===== src/hdl/chg_pkg.sv =====
// Package with constants and types of the charger control logic.
package chg_pkg;
  // Clock rate in MHz.
  localparam int unsigned CLK_MHZ = 100;
  // Timing figures in their own units.
  localparam int unsigned ALERT_US = 256;
  localparam int unsigned SHIP_EXIT_MS = 1000;
  localparam int unsigned PB_RESET_MS = 10000;
  localparam int unsigned SW_OFF_MS = 300;
  localparam int unsigned BLINK_HALF_MS = 500;
  localparam int unsigned DET_STEP_US = 40;
  // Cycle counts derived from the clock rate.
  localparam int unsigned ALERT_CYC = ALERT_US * CLK_MHZ;
  localparam int unsigned SHIP_EXIT_CYC = SHIP_EXIT_MS * 1000 * CLK_MHZ;
  localparam int unsigned PB_RESET_CYC = PB_RESET_MS * 1000 * CLK_MHZ;
  localparam int unsigned SW_OFF_CYC = SW_OFF_MS * 1000 * CLK_MHZ;
  localparam int unsigned BLINK_HALF_CYC = BLINK_HALF_MS * 1000 * CLK_MHZ;
  localparam int unsigned DET_STEP_CYC = DET_STEP_US * CLK_MHZ;
  // Register byte offsets.
  localparam logic [7:0] REG_CTRL = 8'h00;
  localparam logic [7:0] REG_STATUS = 8'h04;
  localparam logic [7:0] REG_THERM = 8'h08;
  localparam logic [7:0] REG_SYSMIN = 8'h0c;
  localparam logic [7:0] REG_ADC = 8'h10;
  localparam logic [7:0] REG_HVREQ = 8'h24;
  // Control register field positions.
  localparam int CTRL_CHG_BIT = 0;
  localparam int CTRL_BOOST_BIT = 1;
  localparam int CTRL_STATDIS_BIT = 2;
  localparam int CTRL_SHIP_BIT = 3;
  localparam int CTRL_ADC_BIT = 4;
  // Values after reset.
  localparam logic [4:0] CTRL_RST = 5'h13;
  localparam logic [6:0] THERM_RST = 7'h78;
  localparam logic [6:0] SYSMIN_RST = 7'h23;
  // Default input limit codes per source, in 50 mA steps.
  localparam logic [7:0] ILIM_NONE = 8'h0a;
  localparam logic [7:0] ILIM_SDP = 8'h0a;
  localparam logic [7:0] ILIM_CDP = 8'h1e;
  localparam logic [7:0] ILIM_DCP = 8'h41;
  // Charge cycle phases.
  typedef enum logic [2:0] {
    PH_IDLE = 3'b000,
    PH_PRE = 3'b001,
    PH_CC = 3'b010,
    PH_CV = 3'b011,
    PH_DONE = 3'b100
  } chg_phase_t;
  // Source detection steps.
  typedef enum logic [2:0] {
    DT_IDLE = 3'b000,
    DT_DCD = 3'b001,
    DT_PRI = 3'b010,
    DT_SEC = 3'b011,
    DT_DONE = 3'b100
  } chg_det_t;
  // Detected source type.
  typedef enum logic [1:0] {
    SRC_NONE = 2'b00,
    SRC_SDP = 2'b01,
    SRC_CDP = 2'b10,
    SRC_DCP = 2'b11
  } chg_src_t;
  // Comparator flags from the analog front end.
  typedef struct packed {
    logic supply_ok;
    logic below_pre;
    logic below_cv;
    logic below_term;
    logic below_rechg;
    logic ilim_hit;
    logic vlim_hit;
    logic dp_contact;
    logic dm_sense;
    logic dp_sense;
  } chg_sense_t;
endpackage


===== src/hdl/chg_sync.sv =====
// Two-flop synchroniser for a group of asynchronous levels.
`timescale 1ns/10ps
module chg_sync #(
  parameter int WIDTH = 1,
  // Level each stage takes in reset: the idle level of each pin.
  parameter logic [WIDTH-1:0] RST_VAL = '0
) (
  // Clock and reset.
  input wire logic clk,
  input wire logic rst,
  // Asynchronous levels in, synchronised levels out.
  input wire logic [WIDTH-1:0] d,
  output logic [WIDTH-1:0] q
);
  // First stage; only the second stage reads it.
  logic [WIDTH-1:0] meta_q;

  // Each bit passes its own pair of flops.
  genvar i;
  for (i = 0; i < WIDTH; i++) begin : g_bit
    always_ff @(posedge clk) begin
      if (rst) begin
        meta_q[i] <= RST_VAL[i];
        q[i] <= RST_VAL[i];
      end else begin
        meta_q[i] <= d[i];
        q[i] <= meta_q[i];
      end
    end
  end
endmodule


===== src/hdl/chg_ctrl.sv =====
// Charger control, status, push-button, detection and monitor logic.
`timescale 1ns/10ps
// Contract
// - Charge only when allowed and enable pin low.
// - Boost only when allowed, requested, no supply.
// - Indicator low while charging, released otherwise.
// - Indicator blinks at 1 Hz on fault.
// - Disable bit stops driving the indicator.
// - Alert pulses low 256 us on events.
// - Autonomous cycle: pre, constant current, voltage.
// - Terminate in CV when current below limit.
// - Restart cycle below recharge threshold.
// - Reduce current above thermal threshold.
// - Input limit zeroes current, battery supplements.
// - Hold load rail above programmable minimum.
// - Monitor converter with 7-bit results.
// - Push button controls the battery switch.
// - Data contact, primary, secondary source detection.
// - Default input limit from detected source.
// - Adapter voltage request by current pulses.
// - Ship mode exits after one second low.
// - Ten second low without supply, outside ship mode, resets rail for 0.3 s.
module chg_ctrl
  import chg_pkg::*;
#(
  parameter int unsigned ALERT_N = ALERT_CYC,
  parameter int unsigned SHIP_EXIT_N = SHIP_EXIT_CYC,
  parameter int unsigned PB_RESET_N = PB_RESET_CYC,
  parameter int unsigned SW_OFF_N = SW_OFF_CYC,
  parameter int unsigned BLINK_N = BLINK_HALF_CYC,
  parameter int unsigned DET_N = DET_STEP_CYC,
  parameter int NCH = 5
) (
  // Clock and reset.
  input wire logic clk,
  input wire logic rst,
  // APB slave.
  input wire logic [7:0] paddr,
  input wire logic psel,
  input wire logic penable,
  input wire logic pwrite,
  input wire logic [31:0] pwdata,
  output logic [31:0] prdata,
  output logic pready,
  output logic pslverr,
  // Pins and analog flags from outside the clock domain.
  input wire logic charge_enable_n,
  input wire logic boost_request_pin,
  input wire logic push_button_n,
  input wire logic [3:0] fault_in,
  input wire chg_sense_t sense,
  // Same-clock monitor front end.
  input wire logic [6:0] junction_temp,
  input wire logic adc_done,
  input wire logic [6:0] adc_data,
  output logic [2:0] adc_ch,
  output logic adc_start,
  // Open-drain indicator and alert, enable low while driving.
  output logic stat_o,
  output logic stat_oe_n,
  output logic alert_o,
  output logic alert_oe_n,
  // Power stage controls.
  output chg_phase_t charge_phase,
  output logic charge_on,
  output logic boost_on,
  output logic therm_reduce,
  output logic current_zero,
  output logic supplement_en,
  output logic [6:0] sys_min_code,
  output logic sys_hold_req,
  output logic [7:0] input_limit_code,
  output logic battery_switch,
  // USB data line detection and adapter request.
  output logic dp_src_on,
  output logic dm_src_on,
  output logic usb_switch_select,
  output logic pulse_draw
);
  // Synchronised pins.
  logic ce_n_s, boost_req_s, pb_n_s;
  logic [3:0] fault_s;
  chg_sense_t sense_s;
  // Software registers.
  logic [4:0] ctrl_q;
  logic [6:0] therm_q;
  logic [6:0] adc_res_q [NCH];
  // Internal state.
  chg_phase_t phase_q;
  chg_det_t det_q;
  chg_src_t src_q;
  logic [31:0] det_cnt_q, alert_cnt_q, blink_cnt_q, pb_cnt_q, off_cnt_q;
  logic [31:0] hv_cnt_q;
  logic [2:0] hv_left_q;
  logic blink_q, alert_act_q, ship_q, sw_off_q, pb_fired_q, adc_busy_q;
  logic fault_q;
  chg_phase_t phase_prev_q;
  chg_src_t src_prev_q;
  logic fault_any, chg_en, wr, rd_setup, event_now;

  // All asynchronous inputs pass two flops as one group.
  // Stages reset to idle pin levels, so no false fault edge follows reset.
  chg_sync #(.WIDTH(17), .RST_VAL(17'h14000)) u_sync (
    .clk(clk),
    .rst(rst),
    .d({charge_enable_n, boost_request_pin, push_button_n, fault_in, sense}),
    .q({ce_n_s, boost_req_s, pb_n_s, fault_s, sense_s})
  );

  // Fault summary and charge permission.
  assign fault_any = |fault_s;
  // The enable pin is assumed driven to a level, never floating.
  assign chg_en = ctrl_q[CTRL_CHG_BIT] & ~ce_n_s & sense_s.supply_ok &
                  ~fault_any;

  // APB is answered without wait states; read data is latched at setup.
  assign pready = 1'b1;
  assign wr = psel & penable & pwrite;
  assign rd_setup = psel & ~penable & ~pwrite;
  // Unmapped offsets answer with an error in the access phase.
  assign pslverr = psel & penable & (paddr[1:0] != 2'b00 ||
                   paddr > REG_HVREQ);

  // Control and threshold registers.
  always_ff @(posedge clk) begin
    if (rst) begin
      ctrl_q <= CTRL_RST;
      therm_q <= THERM_RST;
      sys_min_code <= SYSMIN_RST;
    end else if (wr) begin
      if (paddr == REG_CTRL) begin
        ctrl_q <= pwdata[4:0];
      end
      if (paddr == REG_THERM) begin
        therm_q <= pwdata[6:0];
      end
      if (paddr == REG_SYSMIN) begin
        sys_min_code <= pwdata[6:0];
      end
    end
  end

  // Read mux, sampled in the setup cycle so prdata comes from a flop.
  always_ff @(posedge clk) begin
    if (rst) begin
      prdata <= 32'h0;
    end else if (rd_setup) begin
      prdata <= 32'h0;
      case (paddr)
        REG_CTRL: prdata[4:0] <= ctrl_q;
        REG_STATUS: prdata[11:0] <= {src_q, sense_s.supply_ok,
          battery_switch, ship_q, fault_any, boost_on, charge_on,
          blink_q, phase_q};
        REG_THERM: prdata[6:0] <= therm_q;
        REG_SYSMIN: prdata[6:0] <= sys_min_code;
        REG_HVREQ: prdata[2:0] <= hv_left_q;
        default: begin
          if (paddr >= REG_ADC && paddr < REG_HVREQ) begin
            prdata[6:0] <= adc_res_q[3'(paddr[4:2] - 3'h4)];
          end
        end
      endcase
    end
  end

  // Autonomous charge cycle; the phase follows the battery flags.
  always_ff @(posedge clk) begin
    if (rst) begin
      phase_q <= PH_IDLE;
    end else if (!chg_en) begin
      phase_q <= PH_IDLE;
    end else begin
      case (phase_q)
        PH_IDLE: begin
          // Start without software; pick the phase from the cell.
          if (sense_s.below_pre) begin
            phase_q <= PH_PRE;
          end else if (sense_s.below_cv) begin
            phase_q <= PH_CC;
          end else begin
            phase_q <= PH_CV;
          end
        end
        PH_PRE: if (!sense_s.below_pre) phase_q <= PH_CC;
        PH_CC: if (!sense_s.below_cv) phase_q <= PH_CV;
        PH_CV: if (sense_s.below_term) phase_q <= PH_DONE;
        PH_DONE: begin
          // A full cell that sags starts a fresh cycle.
          if (sense_s.below_rechg) begin
            phase_q <= sense_s.below_pre ? PH_PRE : PH_CC;
          end
        end
        default: phase_q <= PH_IDLE;
      endcase
    end
  end

  // Registered power stage controls.
  always_ff @(posedge clk) begin
    if (rst) begin
      charge_on <= 1'b0;
      boost_on <= 1'b0;
      therm_reduce <= 1'b0;
      current_zero <= 1'b0;
      supplement_en <= 1'b0;
      sys_hold_req <= 1'b0;
    end else begin
      charge_on <= phase_q inside {PH_PRE, PH_CC, PH_CV};
      boost_on <= ctrl_q[CTRL_BOOST_BIT] & boost_req_s &
                  ~sense_s.supply_ok;
      therm_reduce <= junction_temp > therm_q;
      // Source overload zeroes the charge current and enables the supplement together.
      current_zero <= sense_s.ilim_hit | sense_s.vlim_hit;
      supplement_en <= sense_s.ilim_hit | sense_s.vlim_hit;
      // Ask the converter to lift the rail when it sags.
      sys_hold_req <= adc_res_q[2] < sys_min_code;
    end
  end
  assign charge_phase = phase_q;

  // Fault blink: equal half periods, restarted when faults clear.
  always_ff @(posedge clk) begin
    if (rst || !fault_any) begin
      blink_cnt_q <= 32'h0;
      blink_q <= 1'b0;
    end else if (blink_cnt_q == BLINK_N - 1) begin
      blink_cnt_q <= 32'h0;
      blink_q <= ~blink_q;
    end else begin
      blink_cnt_q <= blink_cnt_q + 32'h1;
    end
  end

  // Indicator pin: pulls low while charging or in the blink low half.
  always_ff @(posedge clk) begin
    if (rst) begin
      stat_oe_n <= 1'b1;
    end else if (ctrl_q[CTRL_STATDIS_BIT]) begin
      stat_oe_n <= 1'b1;
    end else if (fault_any) begin
      stat_oe_n <= ~blink_q;
    end else begin
      stat_oe_n <= ~charge_on;
    end
  end
  assign stat_o = 1'b0;
  assign alert_o = 1'b0;

  // Status change and fault edge detection for the alert.
  always_ff @(posedge clk) begin
    if (rst) begin
      phase_prev_q <= PH_IDLE;
      src_prev_q <= SRC_NONE;
      fault_q <= 1'b0;
    end else begin
      phase_prev_q <= phase_q;
      src_prev_q <= src_q;
      fault_q <= fault_any;
    end
  end
  assign event_now = (phase_q != phase_prev_q) || (src_q != src_prev_q) ||
                     (fault_any && !fault_q);

  // Alert pulse; events during a pulse merge into it, by design.
  always_ff @(posedge clk) begin
    if (rst) begin
      alert_act_q <= 1'b0;
      alert_cnt_q <= 32'h0;
    end else if (!alert_act_q) begin
      alert_act_q <= event_now;
      alert_cnt_q <= 32'h0;
    end else if (alert_cnt_q == ALERT_N - 1) begin
      alert_act_q <= 1'b0;
    end else begin
      alert_cnt_q <= alert_cnt_q + 32'h1;
    end
  end
  assign alert_oe_n = ~alert_act_q;

  // Push-button low time, counted once per press.
  always_ff @(posedge clk) begin
    if (rst || pb_n_s) begin
      pb_cnt_q <= 32'h0;
    end else if (pb_cnt_q != PB_RESET_N) begin
      pb_cnt_q <= pb_cnt_q + 32'h1;
    end
  end

  // Ship mode and rail reset sequence of the battery switch.
  always_ff @(posedge clk) begin
    if (rst) begin
      ship_q <= 1'b0;
      sw_off_q <= 1'b0;
      off_cnt_q <= 32'h0;
      pb_fired_q <= 1'b0;
    end else begin
      if (pb_n_s) begin
        pb_fired_q <= 1'b0;
      end
      if (wr && paddr == REG_CTRL && pwdata[CTRL_SHIP_BIT]) begin
        ship_q <= 1'b1;
      end else if (ship_q && pb_cnt_q == SHIP_EXIT_N - 1) begin
        ship_q <= 1'b0;
        pb_fired_q <= 1'b1;
      end
      if (sw_off_q) begin
        off_cnt_q <= off_cnt_q + 32'h1;
        if (off_cnt_q == SW_OFF_N - 1) begin
          sw_off_q <= 1'b0;
        end
      end else if (!ship_q && !pb_fired_q && !sense_s.supply_ok &&
                   pb_cnt_q == PB_RESET_N - 1) begin
        sw_off_q <= 1'b1;
        off_cnt_q <= 32'h0;
        pb_fired_q <= 1'b1;
      end
    end
  end
  assign battery_switch = ~ship_q & ~sw_off_q;

  // Source detection on the data lines after the supply appears.
  always_ff @(posedge clk) begin
    if (rst || !sense_s.supply_ok) begin
      det_q <= DT_IDLE;
      src_q <= SRC_NONE;
      det_cnt_q <= 32'h0;
    end else begin
      det_cnt_q <= det_cnt_q + 32'h1;
      case (det_q)
        DT_IDLE: begin
          det_q <= DT_DCD;
          det_cnt_q <= 32'h0;
        end
        DT_DCD: begin
          // Data contact, or give up after one step.
          if (sense_s.dp_contact || det_cnt_q == DET_N - 1) begin
            det_q <= DT_PRI;
            det_cnt_q <= 32'h0;
          end
        end
        DT_PRI: begin
          if (det_cnt_q == DET_N - 1) begin
            det_cnt_q <= 32'h0;
            if (!sense_s.dm_sense) begin
              src_q <= SRC_SDP;
              det_q <= DT_DONE;
            end else begin
              det_q <= DT_SEC;
            end
          end
        end
        DT_SEC: begin
          if (det_cnt_q == DET_N - 1) begin
            src_q <= sense_s.dp_sense ? SRC_DCP : SRC_CDP;
            det_q <= DT_DONE;
          end
        end
        DT_DONE: det_cnt_q <= 32'h0;
        default: det_q <= DT_IDLE;
      endcase
    end
  end

  // Detection drive and default input limit.
  always_ff @(posedge clk) begin
    if (rst) begin
      dp_src_on <= 1'b0;
      dm_src_on <= 1'b0;
      usb_switch_select <= 1'b0;
      input_limit_code <= ILIM_NONE;
    end else begin
      dp_src_on <= det_q == DT_PRI;
      dm_src_on <= det_q == DT_SEC;
      // Lines go back to the USB path once detection is over, unless a dedicated charger was found.
      usb_switch_select <= det_q == DT_DONE && src_q != SRC_DCP;
      case (src_q)
        SRC_SDP: input_limit_code <= ILIM_SDP;
        SRC_CDP: input_limit_code <= ILIM_CDP;
        SRC_DCP: input_limit_code <= ILIM_DCP;
        default: input_limit_code <= ILIM_NONE;
      endcase
    end
  end

  // Adapter request: software writes a pulse count, each pulse and gap
  // lasting one detection step; only a dedicated charger is asked.
  always_ff @(posedge clk) begin
    if (rst) begin
      hv_left_q <= 3'h0;
      hv_cnt_q <= 32'h0;
      pulse_draw <= 1'b0;
    end else if (wr && paddr == REG_HVREQ && src_q == SRC_DCP) begin
      hv_left_q <= pwdata[2:0];
      hv_cnt_q <= 32'h0;
    end else if (hv_left_q != 3'h0) begin
      hv_cnt_q <= hv_cnt_q + 32'h1;
      pulse_draw <= hv_cnt_q < DET_N;
      if (hv_cnt_q == 2 * DET_N - 1) begin
        hv_cnt_q <= 32'h0;
        hv_left_q <= hv_left_q - 3'h1;
      end
    end else begin
      pulse_draw <= 1'b0;
    end
  end

  // Monitor converter: channels in turn while enabled.
  always_ff @(posedge clk) begin
    if (rst) begin
      adc_ch <= 3'h0;
      adc_busy_q <= 1'b0;
      adc_start <= 1'b0;
    end else begin
      adc_start <= 1'b0;
      if (!adc_busy_q && ctrl_q[CTRL_ADC_BIT]) begin
        adc_start <= 1'b1;
        adc_busy_q <= 1'b1;
      end else if (adc_busy_q && adc_done) begin
        adc_busy_q <= 1'b0;
        adc_ch <= (adc_ch == 3'(NCH - 1)) ? 3'h0 : adc_ch + 3'h1;
      end
    end
  end

  // One 7-bit result register per channel.
  genvar g;
  for (g = 0; g < NCH; g++) begin : g_res
    always_ff @(posedge clk) begin
      if (rst) begin
        adc_res_q[g] <= 7'h0;
      end else if (adc_busy_q && adc_done && adc_ch == 3'(g)) begin
        adc_res_q[g] <= adc_data;
      end
    end
  end
endmodule


===== config.mk =====
export PLATFORM = sky130hd
export DESIGN_NAME = chg_ctrl
export DESIGN_NICKNAME = d
export VERILOG_FILES = /design/src/hdl/chg_pkg.sv /design/src/hdl/chg_sync.sv /design/src/hdl/chg_ctrl.sv
export SDC_FILE = /design/constraint.sdc
export NUM_CORES = 1
export LEC_CHECK = 0
export BUFFER_PORTS_ARGS = -buffer_cell sky130_fd_sc_hd__buf_2
export CAP_MARGIN = 10
export CORE_AREA = 2 2 197 199
export DETAILED_ROUTE_END_ITERATION = 8
export DIE_AREA = 0 0 199 201
export REMOVE_ABC_BUFFERS = 1
export SYNTH_ARGS = -nofsm -noshare
export SYNTH_HDL_FRONTEND = slang
export SYNTH_HIERARCHICAL = 1
export SYNTH_SLANG_ARGS = --single-unit

===== constraint.sdc =====
create_clock -name clk -period 2.5 [get_ports clk]
set_clock_uncertainty 0.15 [all_clocks]
set_input_delay 0 -clock clk [delete_from_list [all_inputs] [get_ports clk]]
set_output_delay 0 -clock clk [all_outputs]
set_load 0.01 [all_outputs]

== Yosys cells after proc, flatten, opt, wreduce, memory -nomap -nowiden ==
Memories as Yosys holds them, arrays and structs flattened.
Index checks and enable logic that the tools add are counted.
Word-level totals
  flip-flop bits (word level): 302
  RAM bits: 35
  output and inout bits: 71
  memories kept: 1
Memory list
  adc_res_q: depth 5, bits a word 7, rd ports 2, clocked after memory_dff 0, write ports 5, line chg_ctrl.sv:87  | logic [6:0] adc_res_q [NCH];
Cells by class
  add/sub/neg operators: 9
  magnitude comparators: 6
  eq/ne operators: 37
  mux-type cells: 73
  bitwise logic cells: 30
  reductions and logical operators: 60
Operators with widths (number)
  $add 32x1->32 const B: 6
  $mux 32: 5
  $pmux 32 s3: 1
  $pmux 3 s5: 3
  $mux 7: 6
  $mux 1: 36
  $mux 3: 12
  $eq 32x12->1 const B: 1
  $eq 32x13->1 const B: 1
  $eq 32x15->1 const B: 1
  $eq 32x25->1 const B: 1
  $eq 32x26->1 const B: 1
  $eq 32x27->1 const B: 1
  $eq 32x30->1 const B: 1
  $lt 32x12->1 const B: 1
  $ne 32x30->1 const B: 1
  $eq 3x2->1 const B: 6
  $logic_and 1x1->1: 18
  $eq 8x4->1 const B: 2
  $ne 2x2->1 const B: 7
  $pmux 7 s2: 1
  $reduce_bool 2->1: 7
  $reduce_or 2->1: 7
  $not 1->1: 13
  31 further kinds: 76

== Longest topological paths before layout ==
Gate-level depths: netlist of run 1.
  depth after elaboration: 7
  gate-level depth with buffers: 10

== By module ==
Netlist of run 1, hierarchy kept.
By module, submodules not included
  chg_ctrl: times used 1, cells an instance 1610, area an instance 14425.1 um^2, seq. area each 6316.1 um^2
  chg_sync: times used 1, cells an instance 71, area an instance 914.6 um^2, seq. area each 680.7 um^2

== Least setup slack after synthesis of run 1 ==
No wires, ideal clock.
  path type: register to register
  start point: reg hv_left_q[0]
  end point: reg hv_cnt_q[10]
  library setup time: 0.117 ns
  arrival time: 1.881 ns
  required time: 2.233 ns
  setup slack: 0.352 ns
  stages on the path, launching flop included: 11
  buffers on the path: 3
  clock period less this slack: 2.148 ns
  cells stage by stage: dfxtp_1 inv_1 ha_1 nand2b_1 buf_2 nand4_1 nor4_2 or3_1 clkbuf_1 buf_2 nor2_1
Between the ends
  word-level cells in the longest chain between the ends: 1
Ends and longest elaborated chain
  start, declared: line chg_ctrl.sv:94  | logic [2:0] hv_left_q;
  start signal, assigned: line chg_ctrl.sv:393  | hv_left_q <= pwdata[2:0];
  start signal, assigned: line chg_ctrl.sv:400  | hv_left_q <= hv_left_q - 3'h1;
  $reduce_bool 3->1: line chg_ctrl.sv:395  | end else if (hv_left_q != 3'h0) begin
  end signal, assigned: line chg_ctrl.sv:396  | hv_cnt_q <= hv_cnt_q + 32'h1;
  end, declared: line chg_ctrl.sv:93  | logic [31:0] hv_cnt_q;
Every way passes these cells.
A chain may end at the register's enable or synchronous reset.

== Worst setup path in the final report of run 1 ==
  start point: reg therm_q[2]
  end point: reg therm_reduce
Between the ends
  word-level cells in the longest chain between the ends: 1
Ends and longest elaborated chain
  start, declared: line chg_ctrl.sv:86  | logic [6:0] therm_q;
  start signal, assigned: line chg_ctrl.sv:135  | therm_q <= pwdata[6:0];
  $gt 7x7->1: line chg_ctrl.sv:211  | therm_reduce <= junction_temp > therm_q;
  end signal, assigned: line chg_ctrl.sv:211
  end, declared: line chg_ctrl.sv:67  | output logic therm_reduce,
Every way passes these cells.

==> results of run 1 <==
==> sequential cells by signal (all words and copies together) (netlist names), 5 cells and up <==
| name | flops |
|---|---|
| sys_min_code | 7 |
| u_sync/q | 17 |
| off_cnt_q | 32 |
| ctrl_q | 5 |
| therm_q | 7 |
| alert_cnt_q | 32 |
| blink_cnt_q | 32 |
| hv_cnt_q | 32 |
| prdata | 12 |
| adc_res_q | 35 |
| pb_cnt_q | 32 |
| u_sync/meta_q | 17 |
| det_cnt_q | 32 |
==> through the flow <==
stage	utilization	cell area (sq um)
floorplan	-	14900
global placement	0.434	16500
finish	0.482	18400
detailed placement	0.434	16500
CTS	0.481	18300
global route	0.482	18400
==> cell type report <==
cell class                      instances  area share
Tap cell                              518      0.0353
Inverter                               44     0.00899
Clock inverter                         13     0.00674
Clock buffer                           55      0.0596
Timing Repair Buffer                  214      0.0857
Sequential cell                       332       0.381
Multi-Input combinational cell       1229       0.423
==> worst paths after layout <==
path / from / end / slack [ns]
hold / removal: paddr[4] / pulse_draw / -0.03
hold reg to reg: u_sync/meta_q[16] / u_sync/q[16] / 0.27
setup / recovery: therm_q[2] / therm_reduce / 0.16
setup reg to reg: therm_q[2] / therm_reduce / 0.16
==> power groups by stage <==
stage               Sequential (mW)  Clock, mW  Combinational [mW]
floorplan                      5.60          0               0.199
global placement               5.61          0               0.418
detailed placement             5.61          0               0.425
CTS                            5.49       5.58               0.496
global route                   5.50       5.81               0.549
finish                         5.49       5.44               0.503
==> worst max-delay path, stage by stage (launching register included) <==
cell and delay (ns):
dfxtp_1 0.35, inv_1 0.07, ha_1 0.29, nand4_1 0.08, dlygate4sd3_1 0.56, o21ai_0 0.13
dlygate4sd3_1 0.56, a21oi_1 0.04
==> per-layer routing <==
layer,part of all wire,vias to the layer above
met5,0,-
met4,0.025,0
met3,0.044,66
met2,0.47,232
met1,0.46,5878
li1,-,6305
==> synthesized netlist by cell type (7+ instances only) <==
master / instances
or2_2: 9
nand2_1: 117
nor2b_1: 50
o211ai_1: 9
clkbuf_1: 40
a21oi_1: 35
and4_1: 28
nor3_1: 46
buf_4: 29
dfxtp_1: 297
or3_1: 18
nand3_1: 82
nand4_1: 86
nand2b_1: 11
o41ai_1: 7
xnor2_1: 69
nor4b_1: 9
and2_1: 46
buf_2: 16
edfxtp_1: 35
nor2_1: 214
xor2_1: 71
or4_1: 14
mux2i_1: 32
and3_1: 28
mux4_2: 10
inv_1: 44
nor4_1: 52
ha_1: 27
a22oi_1: 7
buf_1: 9
o21ai_0: 28
a31oi_1: 12
==> repair_timing <==
item,4_1_cts,5_1_grt
hold buffers,60,1
endpoints found under the hold margin,131,1
gates resized for setup,0,4
endpoints found under the setup margin,0,41
==> cell families (layout without fill, tap and decap cells) <==
family	after synthesis	count (layout)	share of synthesized area
adder cells (fa/ha/maj)	27	27	0.0220
other	2	25	0.000490
multiplexers	43	43	0.0363
XOR/XNOR	140	140	0.0799
flip-flops	332	332	0.456
AO/OA/AOI/OAI	151	151	0.0665
AND/OR/NAND/NOR	843	843	0.294
buffers and inverters	143	326	0.0442
==> impl_metrics.csv, run 1 <==
group,metric,value,unit
setup_path,critPathKind,"reg2reg",
global_route,grtUsageMet2,0.302,
routing,num_vias,12500,
placement,hpwl,25700,microns
floorplan,core-area,38100,sq um
floorplan,initial_utilization,0.403,
cts,cts_tree,"built",
timing,worstMarginPinSlew,0.601,ns
routing,ant_nets,0,
timing,holdWs,-0.0273,ns
floorplan,ios,148,
power,p_sw,2.50,mW
placement,gp_congestion,0.814,
timing,finalHoldViolations,1,
power,combPwrFrac,0.044,
cts,numCtsBuffers,38,
synthesis,synth_top_area_frac,0.388,
timing,finalMaxSlewViolations,0,
synthesis,ys.flop_type,"dfxtp_1",
power,ir_worst_vdd,502,uV
synthesis,synthCells,1681,
timing,post-route-period-util,0.934,
worst_hold_path,min_path_type,"in2reg",
placement,port_buffers,97,
power,intPower,8.93,mW
routing,firstDrtPassIters,5,
status,violations,"hold timing",
status,outcome,"complete, but fails checks",
power,sequentialPowerShare,0.480,
timing,finalSetupViolations,0,
setup_path,path_max_fanout,3,
timing,tns,0,ns
synthesis,synthArstFlopShare,0,
cells_and_area,final_cells,2405,
global_route,grt_pass1_vias,11600,
power,cellPowerDensity,622,nW/um^2
synthesis,synth_cell_type_count,75,
synthesis,syn_area_per_cell,9.13,sq um
power,power_leakage,6.91,nW
routing,drt-initial-drc-count,736,
synthesis,yosys.area.top_type,"dfxtp_1",
routing,drcViolationCount,0,
setup_path,cp-end-kind,"register",
timing,fmax,0.428,GHz
power,p_total,11.4,mW
cts,cts_buffer_depth,3,
floorplan,dieWidth,199,microns
synthesis,synthTopCellsByArea,"dfxtp_1 (39%), edfxtp_1 (6.9%), nor2_1 (5.2%)",
placement,dp_slack,0.0739,ns
floorplan,die_y,201,microns
cells_and_area,layout_commonest_cell,"dfxtp_1",
cells_and_area,area.growth.synth_to_final,19.8,%
floorplan,num_rows,72,
cts,clk_pin_slew,0.06,ns
power,swShare,0.219,
setup_path,critPathLaunchType,"register",
global_route,busiest_layer,"met2",
cells_and_area,num-fill-cells,3595,
setup_path,worstRegToRegCells,7,
global_route,grt_util_met3,0.0287,
timing,timing.final.ws_setup,0.164,ns
global_route,grt_antenna_before_repair,0,
flow_run,cap_violations,0,
synthesis,synth-edff-count,35,
global_route,grt_util_met1,0.250,
synthesis,synth_warnings,6,
synthesis,ys_seq_area_frac,0.456,
routing,finalWirelength,36900,microns
setup_path,required,2.76,ns
power,clockPowerShare,0.476,
placement,dp.cells,2276,
global_route,grt_pass1_wl,60600,microns
global_route,overflow,0,
synthesis,synth-seq-cells,332,
global_route,grtUsageTotal,0.185,
cells_and_area,antenna_cells,0,
cts,clock-sinks,332,
cts,htreeDepth,2,
cts,cts_root_buf,"clkbuf_16",
timing,slew_headroom,0.600,
timing,final.min_clock_period,2.34,ns
cells_and_area,drive_gt1_frac,0.134,
cts,clock_latency,0.53,ns
worst_hold_path,min_path_cells,6,
routing,drt-wirelength-per-cell,15.3,microns
cells_and_area,design.final.nets,1963,
timing,grt_setup_unrepaired,"no",
cts,cts_setup_buffers,0,
floorplan,die_area,40000,sq um
cells_and_area,final_cell_mix,"dfxtp_1 (297), nor2_1 (214), nand2_1 (117), buf_2 (96), nand4_1 (86)",
cells_and_area,multi_input_area,7770,sq um
routing,viasPerCell,5.19,
cells_and_area,ff_latch_area,7000,sq um
setup_path,arrival,2.60,ns
global_route,grt_max_degree,50,
synthesis,syn_area,15300,sq um
No activity file was read; power rests on OpenSTA's default activity.
==> run 2, diff against run 1 <==
--- a/config.mk
+++ b/config.mk
@@ -7,11 +7,10 @@
 export LEC_CHECK = 0
 export BUFFER_PORTS_ARGS = -buffer_cell sky130_fd_sc_hd__buf_2
 export CAP_MARGIN = 10
-export CORE_AREA = 2 2 197 199
+export CORE_AREA = 2 2 196 198
 export DETAILED_ROUTE_END_ITERATION = 8
-export DIE_AREA = 0 0 199 201
+export DIE_AREA = 0 0 198 200
 export REMOVE_ABC_BUFFERS = 1
 export SYNTH_ARGS = -nofsm -noshare
 export SYNTH_HDL_FRONTEND = slang
-export SYNTH_HIERARCHICAL = 1
 export SYNTH_SLANG_ARGS = --single-unit
==> run 2 against run 1 <==
Net effect:
- the flow now finishes without violations
- wire length shrank 0.43%
- setup slack got worse by 0.077 ns
- sequential share of layout area grew 0.20 points
- first-iteration DRC count is 9.2% higher
- power rose by 3.7%
- critical path depth grew 3
- hold slack improved by 0.059 ns
- utilization rose by 0.66 points
- synthesized cell count rose by 0.18%
- sequential cell count unchanged
- die area fell by 1.0%
- critical endpoint is now prdata[0]
- largest power group is now clock
==> impl_metrics.csv, run 2 <==
group,metric,value,unit
status,outcome,"finished, final reports clean",
global_route,grtUsageTotal,0.186,
cells_and_area,final_cell_mix,"dfxtp_1 (296), nor2_1 (206), nand2_1 (109), buf_2 (94), nand3_1 (93)",
cts,cts_tree,"built",
timing,finalMaxSlewViolations,0,
synthesis,ys_seq_area_frac,0.459,
routing,viasPerCell,5.24,
cells_and_area,largest_reg_flops,35,
power,combPwrFrac,0.042,
global_route,grt_pass1_vias,11700,
timing,slew_headroom,0.548,
synthesis,yosysMostFrequentCell,"dfxtp_1",
power,clockPowerShare,0.495,
power,cellPowerDensity,648,nW/um^2
power,swShare,0.218,
synthesis,synthCells,1684,
floorplan,die_y,200,microns
cells_and_area,antenna_cells,0,
worst_hold_path,min_path_type,"in2reg",
global_route,overflow,0,
setup_path,cp-end-kind,"register",
timing,fmax,0.414,GHz
setup_path,critPathKind,"in2reg",
cells_and_area,num-fill-cells,3544,
power,intPower,9.27,mW
synthesis,synth-edff-count,35,
floorplan,die_area,39600,sq um
power,ir_worst_vdd,519,uV
power,sequentialPowerShare,0.463,
synthesis,syn_area_per_cell,9.06,sq um
synthesis,synth-seq-cells,332,
routing,drcViolationCount,0,
timing,post-route-period-util,0.965,
floorplan,ios,148,
routing,drt-wirelength-per-cell,15.4,microns
setup_path,crit_end,"prdata[0]",
cells_and_area,final_util,0.489,
synthesis,synthTopCellsByArea,"dfxtp_1 (39%), edfxtp_1 (6.9%), nor2_1 (5.1%)",
timing,worstMarginPinSlew,0.676,ns
routing,drt-initial-drc-count,804,
cts,clock_latency,0.56,ns
synthesis,synth_top_area_frac,0.390,
power,power_leakage,6.71,nW
power,p_sw,2.58,mW
setup_path,r2r_slack,0.10,ns
global_route,grt_max_degree,72,
cells_and_area,layout_commonest_cell,"dfxtp_1",
power,p_total,11.9,mW
floorplan,initial_utilization,0.408,
synthesis,synth_commonest_cells,"dfxtp_1 (297), nor2_1 (206), nand2_1 (109), nand3_1 (93), xnor2_1 (87)",
synthesis,ys.flop_type,"dfxtp_1",
routing,finalWirelength,36700,microns
setup_path,arrival,2.70,ns
placement,port_buffers,97,
placement,dp.cells,2256,
global_route,grt_antenna_before_repair,0,
cts,cts_root_buf,"clkbuf_16",
cells_and_area,design.final.nets,1951,
cts,clk_pin_slew,0.06,ns
cts,numCtsBuffers,39,
synthesis,syn_area,15300,sq um
cts,htreeDepth,2,
cells_and_area,drive_gt1_frac,0.130,
placement,hpwl,25600,microns
routing,ant_nets,0,
floorplan,num_rows,71,
timing,final.min_clock_period,2.41,ns
cells_and_area,largest_register,"adc_res_q",
synthesis,yosys.area.top_type,"dfxtp_1",
synthesis,synth_warnings,0,
cts,clock-sinks,332,
synthesis,synthArstFlopShare,0,
setup_path,critPathLaunchType,"input port",
cells_and_area,final_cells,2388,
floorplan,core-area,37400,sq um
timing,finalHoldViolations,0,
setup_path,crit_start,"paddr[5]",
routing,num_vias,12500,
setup_path,required,2.79,ns
global_route,grt_pass1_wl,59800,microns
floorplan,dieWidth,198,microns
cts,cts_buffer_depth,3,
synthesis,synth_cell_type_count,71,
setup_path,rr_startpoint,"therm_q[5]",
cells_and_area,area.growth.synth_to_final,19.9,%
routing,firstDrtPassIters,5,
timing,finalSetupViolations,0,
flow_run,cap_violations,0,
placement,gp_congestion,0.829,
setup_path,worstRegToRegCells,7,
setup_path,path_max_fanout,11,
setup_path,r2r-end,"therm_reduce",
==> run 2: power groups by stage <==
stage / combinational, mW / clock (mW) / sequential, mW
final: 0.497 / 5.87 / 5.49
after global routing: 0.549 / 6.25 / 5.49
after CTS: 0.497 / 6.02 / 5.49
after detailed placement: 0.425 / 0 / 5.61
after global placement: 0.419 / 0 / 5.60
after floorplan: 0.201 / 0 / 5.60
==> run 2: worst min-delay path by stage <==
stage,from,end,slack (ns),depth (start not counted)
floorplan,rst,phase_prev_q[2],-0.08,1
global placement,push_button_n,u_sync.meta_q[14],0.05,2
detailed placement,push_button_n,u_sync.meta_q[14],0.05,2
CTS,push_button_n,u_sync.meta_q[14],0.004,3
global route,push_button_n,u_sync.meta_q[14],0.03,3
finish,push_button_n,u_sync.meta_q[14],0.03,3
==> run 2: cells by family after synthesis <==
family,Yosys count,synth area share
adders and majority gates,27,0.0221
xor gates and xnor gates,133,0.0764
muxes,49,0.0386
buffers and inverters,154,0.0466
and+or+nand+nor,825,0.286
DFF,332,0.459
AOI/OAI and AO/OA,162,0.0706
other,2,0.000492
==> run 2: area by class of cell <==
type                            instances  area (sq um)  area share
Tap cell                              511           639      0.0350
Clock inverter                         14           224      0.0123
Multi-Input combinational cell       1221          7670       0.420
Sequential cell                       332          7000       0.383
Inverter                               58           218      0.0119
Timing Repair Buffer                  195          1430      0.0782
Clock buffer                           57          1100      0.0604
==> run 2: metrics by stage <==
stage / setup slack (ns) / cell area (sq um) / TNS (ns) / hold slack (ns)
6_report: 0.0870 / 18300 / 0 / 0.0319
3_5_place_dp: 0.189 / 16300 / 0 / 0.0484
3_3_place_gp: 0.215 / 16300 / 0 / 0.0534
4_1_cts: 0.0348 / 18200 / 0 / 0.00402
5_1_grt: -0.00509 / 18300 / -0.00509 / 0.0266
2_1_floorplan: -0.123 / 14800 / -3.42 / -0.0833
==> run 2: repair_timing <==
item                                    in CTS  in global routing
endpoints found under the setup margin       0                  9
endpoints found under the hold margin      141                  0
hold buffers                                60                  0
setup buffers                                0                  1
gates resized for setup                      0                 10
==> run 2: critical path: stages <==
cell	delay [ns]
dlygate4sd3_1	0.56
buf_4	0.19
nor4b_2	0.16
a21oi_1	0.30
nor3_2	0.07
dlygate4sd3_1	0.57
buf_4	0.18
nand2_1	0.06
dlygate4sd3_1	0.54
a21oi_1	0.06
==> run 2: routing by layer <==
metal	share of wire	vias up	GRT usage
met4	0.025	0	0.0602
met5	0	-	0
met3	0.049	63	0.0413
met1	0.47	5952	0.249
li1	-	6265	-
met2	0.46	236	0.299
==> run 3, diff against run 2 <==
--- a/config.mk
+++ b/config.mk
@@ -5,11 +5,12 @@
 export SDC_FILE = /design/constraint.sdc
 export NUM_CORES = 1
 export LEC_CHECK = 0
+export ABC_AREA = 1
 export BUFFER_PORTS_ARGS = -buffer_cell sky130_fd_sc_hd__buf_2
 export CAP_MARGIN = 10
-export CORE_AREA = 2 2 196 198
+export CORE_AREA = 2 2 209 211
 export DETAILED_ROUTE_END_ITERATION = 8
-export DIE_AREA = 0 0 198 200
+export DIE_AREA = 0 0 211 213
 export REMOVE_ABC_BUFFERS = 1
 export SYNTH_ARGS = -nofsm -noshare
 export SYNTH_HDL_FRONTEND = slang
==> run 3 against run 2 <==
Net effect:
- power is 1.4% lower
- critical path depth is 4 lower
- setup slack better by 0.067 ns
- critical endpoint is now therm_reduce
==> impl_metrics.csv, run 3 <==
group,metric,value,unit
routing,drcViolationCount,0,
synthesis,ys.flop_type,"dfxtp_1",
worst_hold_path,hold_start,"pwdata[4]",
flow_run,cap_violations,0,
power,sequentialPowerShare,0.470,
global_route,grt_max_degree,68,
cts,hold_buffers,64,
cts,cts_buffer_depth,3,
floorplan,ios,148,
synthesis,syn_area,17200,sq um
cells_and_area,design.final.nets,2788,
setup_path,worstRegToRegCells,6,
synthesis,synth_warnings,0,
synthesis,synth_cell_type_count,53,
worst_hold_path,worst_hold_path.endpoint,"ctrl_q[4]",
worst_hold_path,min_path_type,"in2reg",
power,combPwrFrac,0.046,
power,power_leakage,7.71,nW
setup_path,arrival,2.63,ns
synthesis,synth_top_area_frac,0.345,
cts,cts_root_buf,"clkbuf_16",
routing,finalWirelength,45800,microns
setup_path,crit_family,"buffers and inverters",
setup_path,slowest_delay,0.58,ns
cells_and_area,largest_register,"adc_res_q",
synthesis,synth-edff-count,35,
cts,clock_latency,0.55,ns
power,clockPowerShare,0.483,
worst_hold_path,min_path_cells,4,
setup_path,critPathLaunchType,"register",
floorplan,die_y,213,microns
placement,port_buffers,97,
timing,finalMaxSlewViolations,0,
synthesis,synth-seq-cells,332,
setup_path,required,2.78,ns
cells_and_area,area.growth.synth_to_final,16.6,%
power,p_sw,2.65,mW
synthesis,yosysMostFrequentCell,"nand2_1",
setup_path,r2r_slack,0.15,ns
floorplan,dieWidth,211,microns
routing,ant_nets,0,
synthesis,synthCells,2509,
power,swShare,0.227,
synthesis,synthArstFlopShare,0,
cts,post_cts_resized,0,
global_route,grt_pass1_wl,75700,microns
floorplan,die_area,44900,sq um
setup_path,r2r-end,"therm_reduce",
cells_and_area,drive_gt1_frac,0.105,
floorplan,num_rows,76,
synthesis,syn_area_per_cell,6.87,sq um
cts,clock-sinks,332,
cts,cts_setup_buffers,0,
synthesis,yosys.area.top_type,"dfxtp_1",
setup_path,cp_num_buf_inv,3,
power,cellPowerDensity,581,nW/um^2
timing,tns,0,ns
timing,fmax,0.426,GHz
timing,slew_headroom,0.520,
cts,htreeDepth,2,
global_route,overflow,0,
power,intPower,9.04,mW
routing,drt-initial-drc-count,1026,
setup_path,rr_startpoint,"therm_q[6]",
global_route,grt_pass1_vias,15400,
status,outcome,"finished, final reports clean",
timing,worstMarginPinSlew,0.713,ns
cells_and_area,final_cell_mix,"nand2_1 (545), nor2_1 (447), inv_1 (308), dfxtp_1 (297), nand3_1 (168)",
setup_path,crit_top_cell,"dlygate4sd3_1",
cts,cts_tree,"built",
cells_and_area,largest_reg_flops,35,
placement,hpwl,34400,microns
floorplan,initial_utilization,0.404,
timing,final.min_clock_period,2.35,ns
timing,post-route-period-util,0.939,
synthesis,synthTopCellsByArea,"dfxtp_1 (34%), nand2_1 (12%), nor2_1 (9.7%)",
timing,finalHoldViolations,0,
cells_and_area,layout_commonest_cell,"nand2_1",
timing,grt_setup_unrepaired,"no",
cts,clk_pin_slew,0.06,ns
cells_and_area,antenna_cells,0,
setup_path,critPathKind,"reg2reg",
setup_path,path_max_fanout,3,
synthesis,synth_commonest_cells,"nand2_1 (545), nor2_1 (447), inv_1 (308), dfxtp_1 (297), nand3_1 (168)",
setup_path,path_cells,"inv_1, ha_1, a21oi_1, dlygate4sd3_1, a31oi_1, dlygate4sd3_1",
global_route,grt_antenna_before_repair,0,
power,ir_worst_vdd,420,uV
timing,finalSetupViolations,0,
routing,viasPerCell,4.98,
cts,numCtsBuffers,39,
placement,gp_congestion,0.889,
setup_path,cp-end-kind,"register",
floorplan,core-area,42700,sq um
routing,drt-wirelength-per-cell,14.1,microns
synthesis,ys_seq_area_frac,0.406,
routing,num_vias,16200,
placement,placed_cell_area,18200,sq um
cells_and_area,final_area,20100,sq um
setup_path,slowest_stage,"dlygate4sd3_1",
global_route,grtUsageTotal,0.206,
routing,firstDrtPassIters,5,
## run 3: through the flow
step,hold slack [ns],util,total power [mW],cells,worst slack (ns)
floorplan,-0.0809,-,5.86,2464,0.591
global placement,0.0383,0.427,6.08,3125,0.425
detailed placement,0.0387,0.427,6.09,3125,0.343
CTS,0.0622,0.471,11.8,3258,0.212
global route,0.112,0.471,12.1,3258,0.0532
finish,0.0952,0.471,11.7,3258,0.154
## run 3: power by group through the flow
stage          registers [mW]  logic [mW]  clock network [mW]
4_1_cts                  5.50       0.547                5.80
5_1_grt                  5.50       0.611                6.01
2_1_floorplan            5.61       0.249                   0
3_5_place_dp             5.62       0.472                   0
3_3_place_gp             5.61       0.465                   0
6_report                 5.50       0.543                5.65
## run 3: logic make-up (layout without fill, tap and decap cells)
| logic type | count (synthesis) | count (layout) | share of synthesized area |
|---|---|---|---|
| buffers and inverters | 394 | 574 | 0.0966 |
| and+or+nand+nor | 1411 | 1411 | 0.360 |
| DFF | 332 | 332 | 0.406 |
| other | 2 | 25 | 0.000436 |
| AOI/OAI and AO/OA | 291 | 291 | 0.0909 |
| xor gates and xnor gates | 52 | 52 | 0.0264 |
| adders and majority gates | 27 | 27 | 0.0196 |
## run 3: cell type report
| type | count | area (sq um) |
|---|---|---|
| Clock buffer | 53 | 1130 |
| Tap cell | 546 | 683 |
| Sequential cell | 332 | 7000 |
| Fill cell | 4344 | 22600 |
| Inverter | 326 | 1220 |
| Clock inverter | 16 | 128 |
| Multi-Input combinational cell | 1806 | 8670 |
| Timing Repair Buffer | 179 | 1280 |
## run 3: worst max path at each step
stage,startpoint,to,slack (ns),cells past startpoint
final,therm_q[6],therm_reduce,0.15,6
after global routing,therm_q[6],therm_reduce,0.05,6
after CTS,therm_q[6],therm_reduce,0.21,6
after detailed placement,pb_cnt_q[0],sw_off_q,0.34,8
after global placement,hv_left_q[0],hv_cnt_q[31],0.42,10
after floorplan,adc_ch[0],adc_res_q[4][0],0.59,4
## run 3: layer usage
metal / up-vias / track usage / share of wire
li1: 8355 / - / -
met1: 7431 / 0.272 / 0.47
met2: 355 / 0.345 / 0.46
met3: 74 / 0.0331 / 0.049
met4: 0 / 0.0685 / 0.027
met5: - / 0 / 0
## run 3: worst reg2reg max path, stage by stage, from the launching register on
cell and delay (ns):
dfxtp_1 0.29, inv_1 0.13, ha_1 0.27, a21oi_1 0.15, dlygate4sd3_1 0.58, a31oi_1 0.08
dlygate4sd3_1 0.57
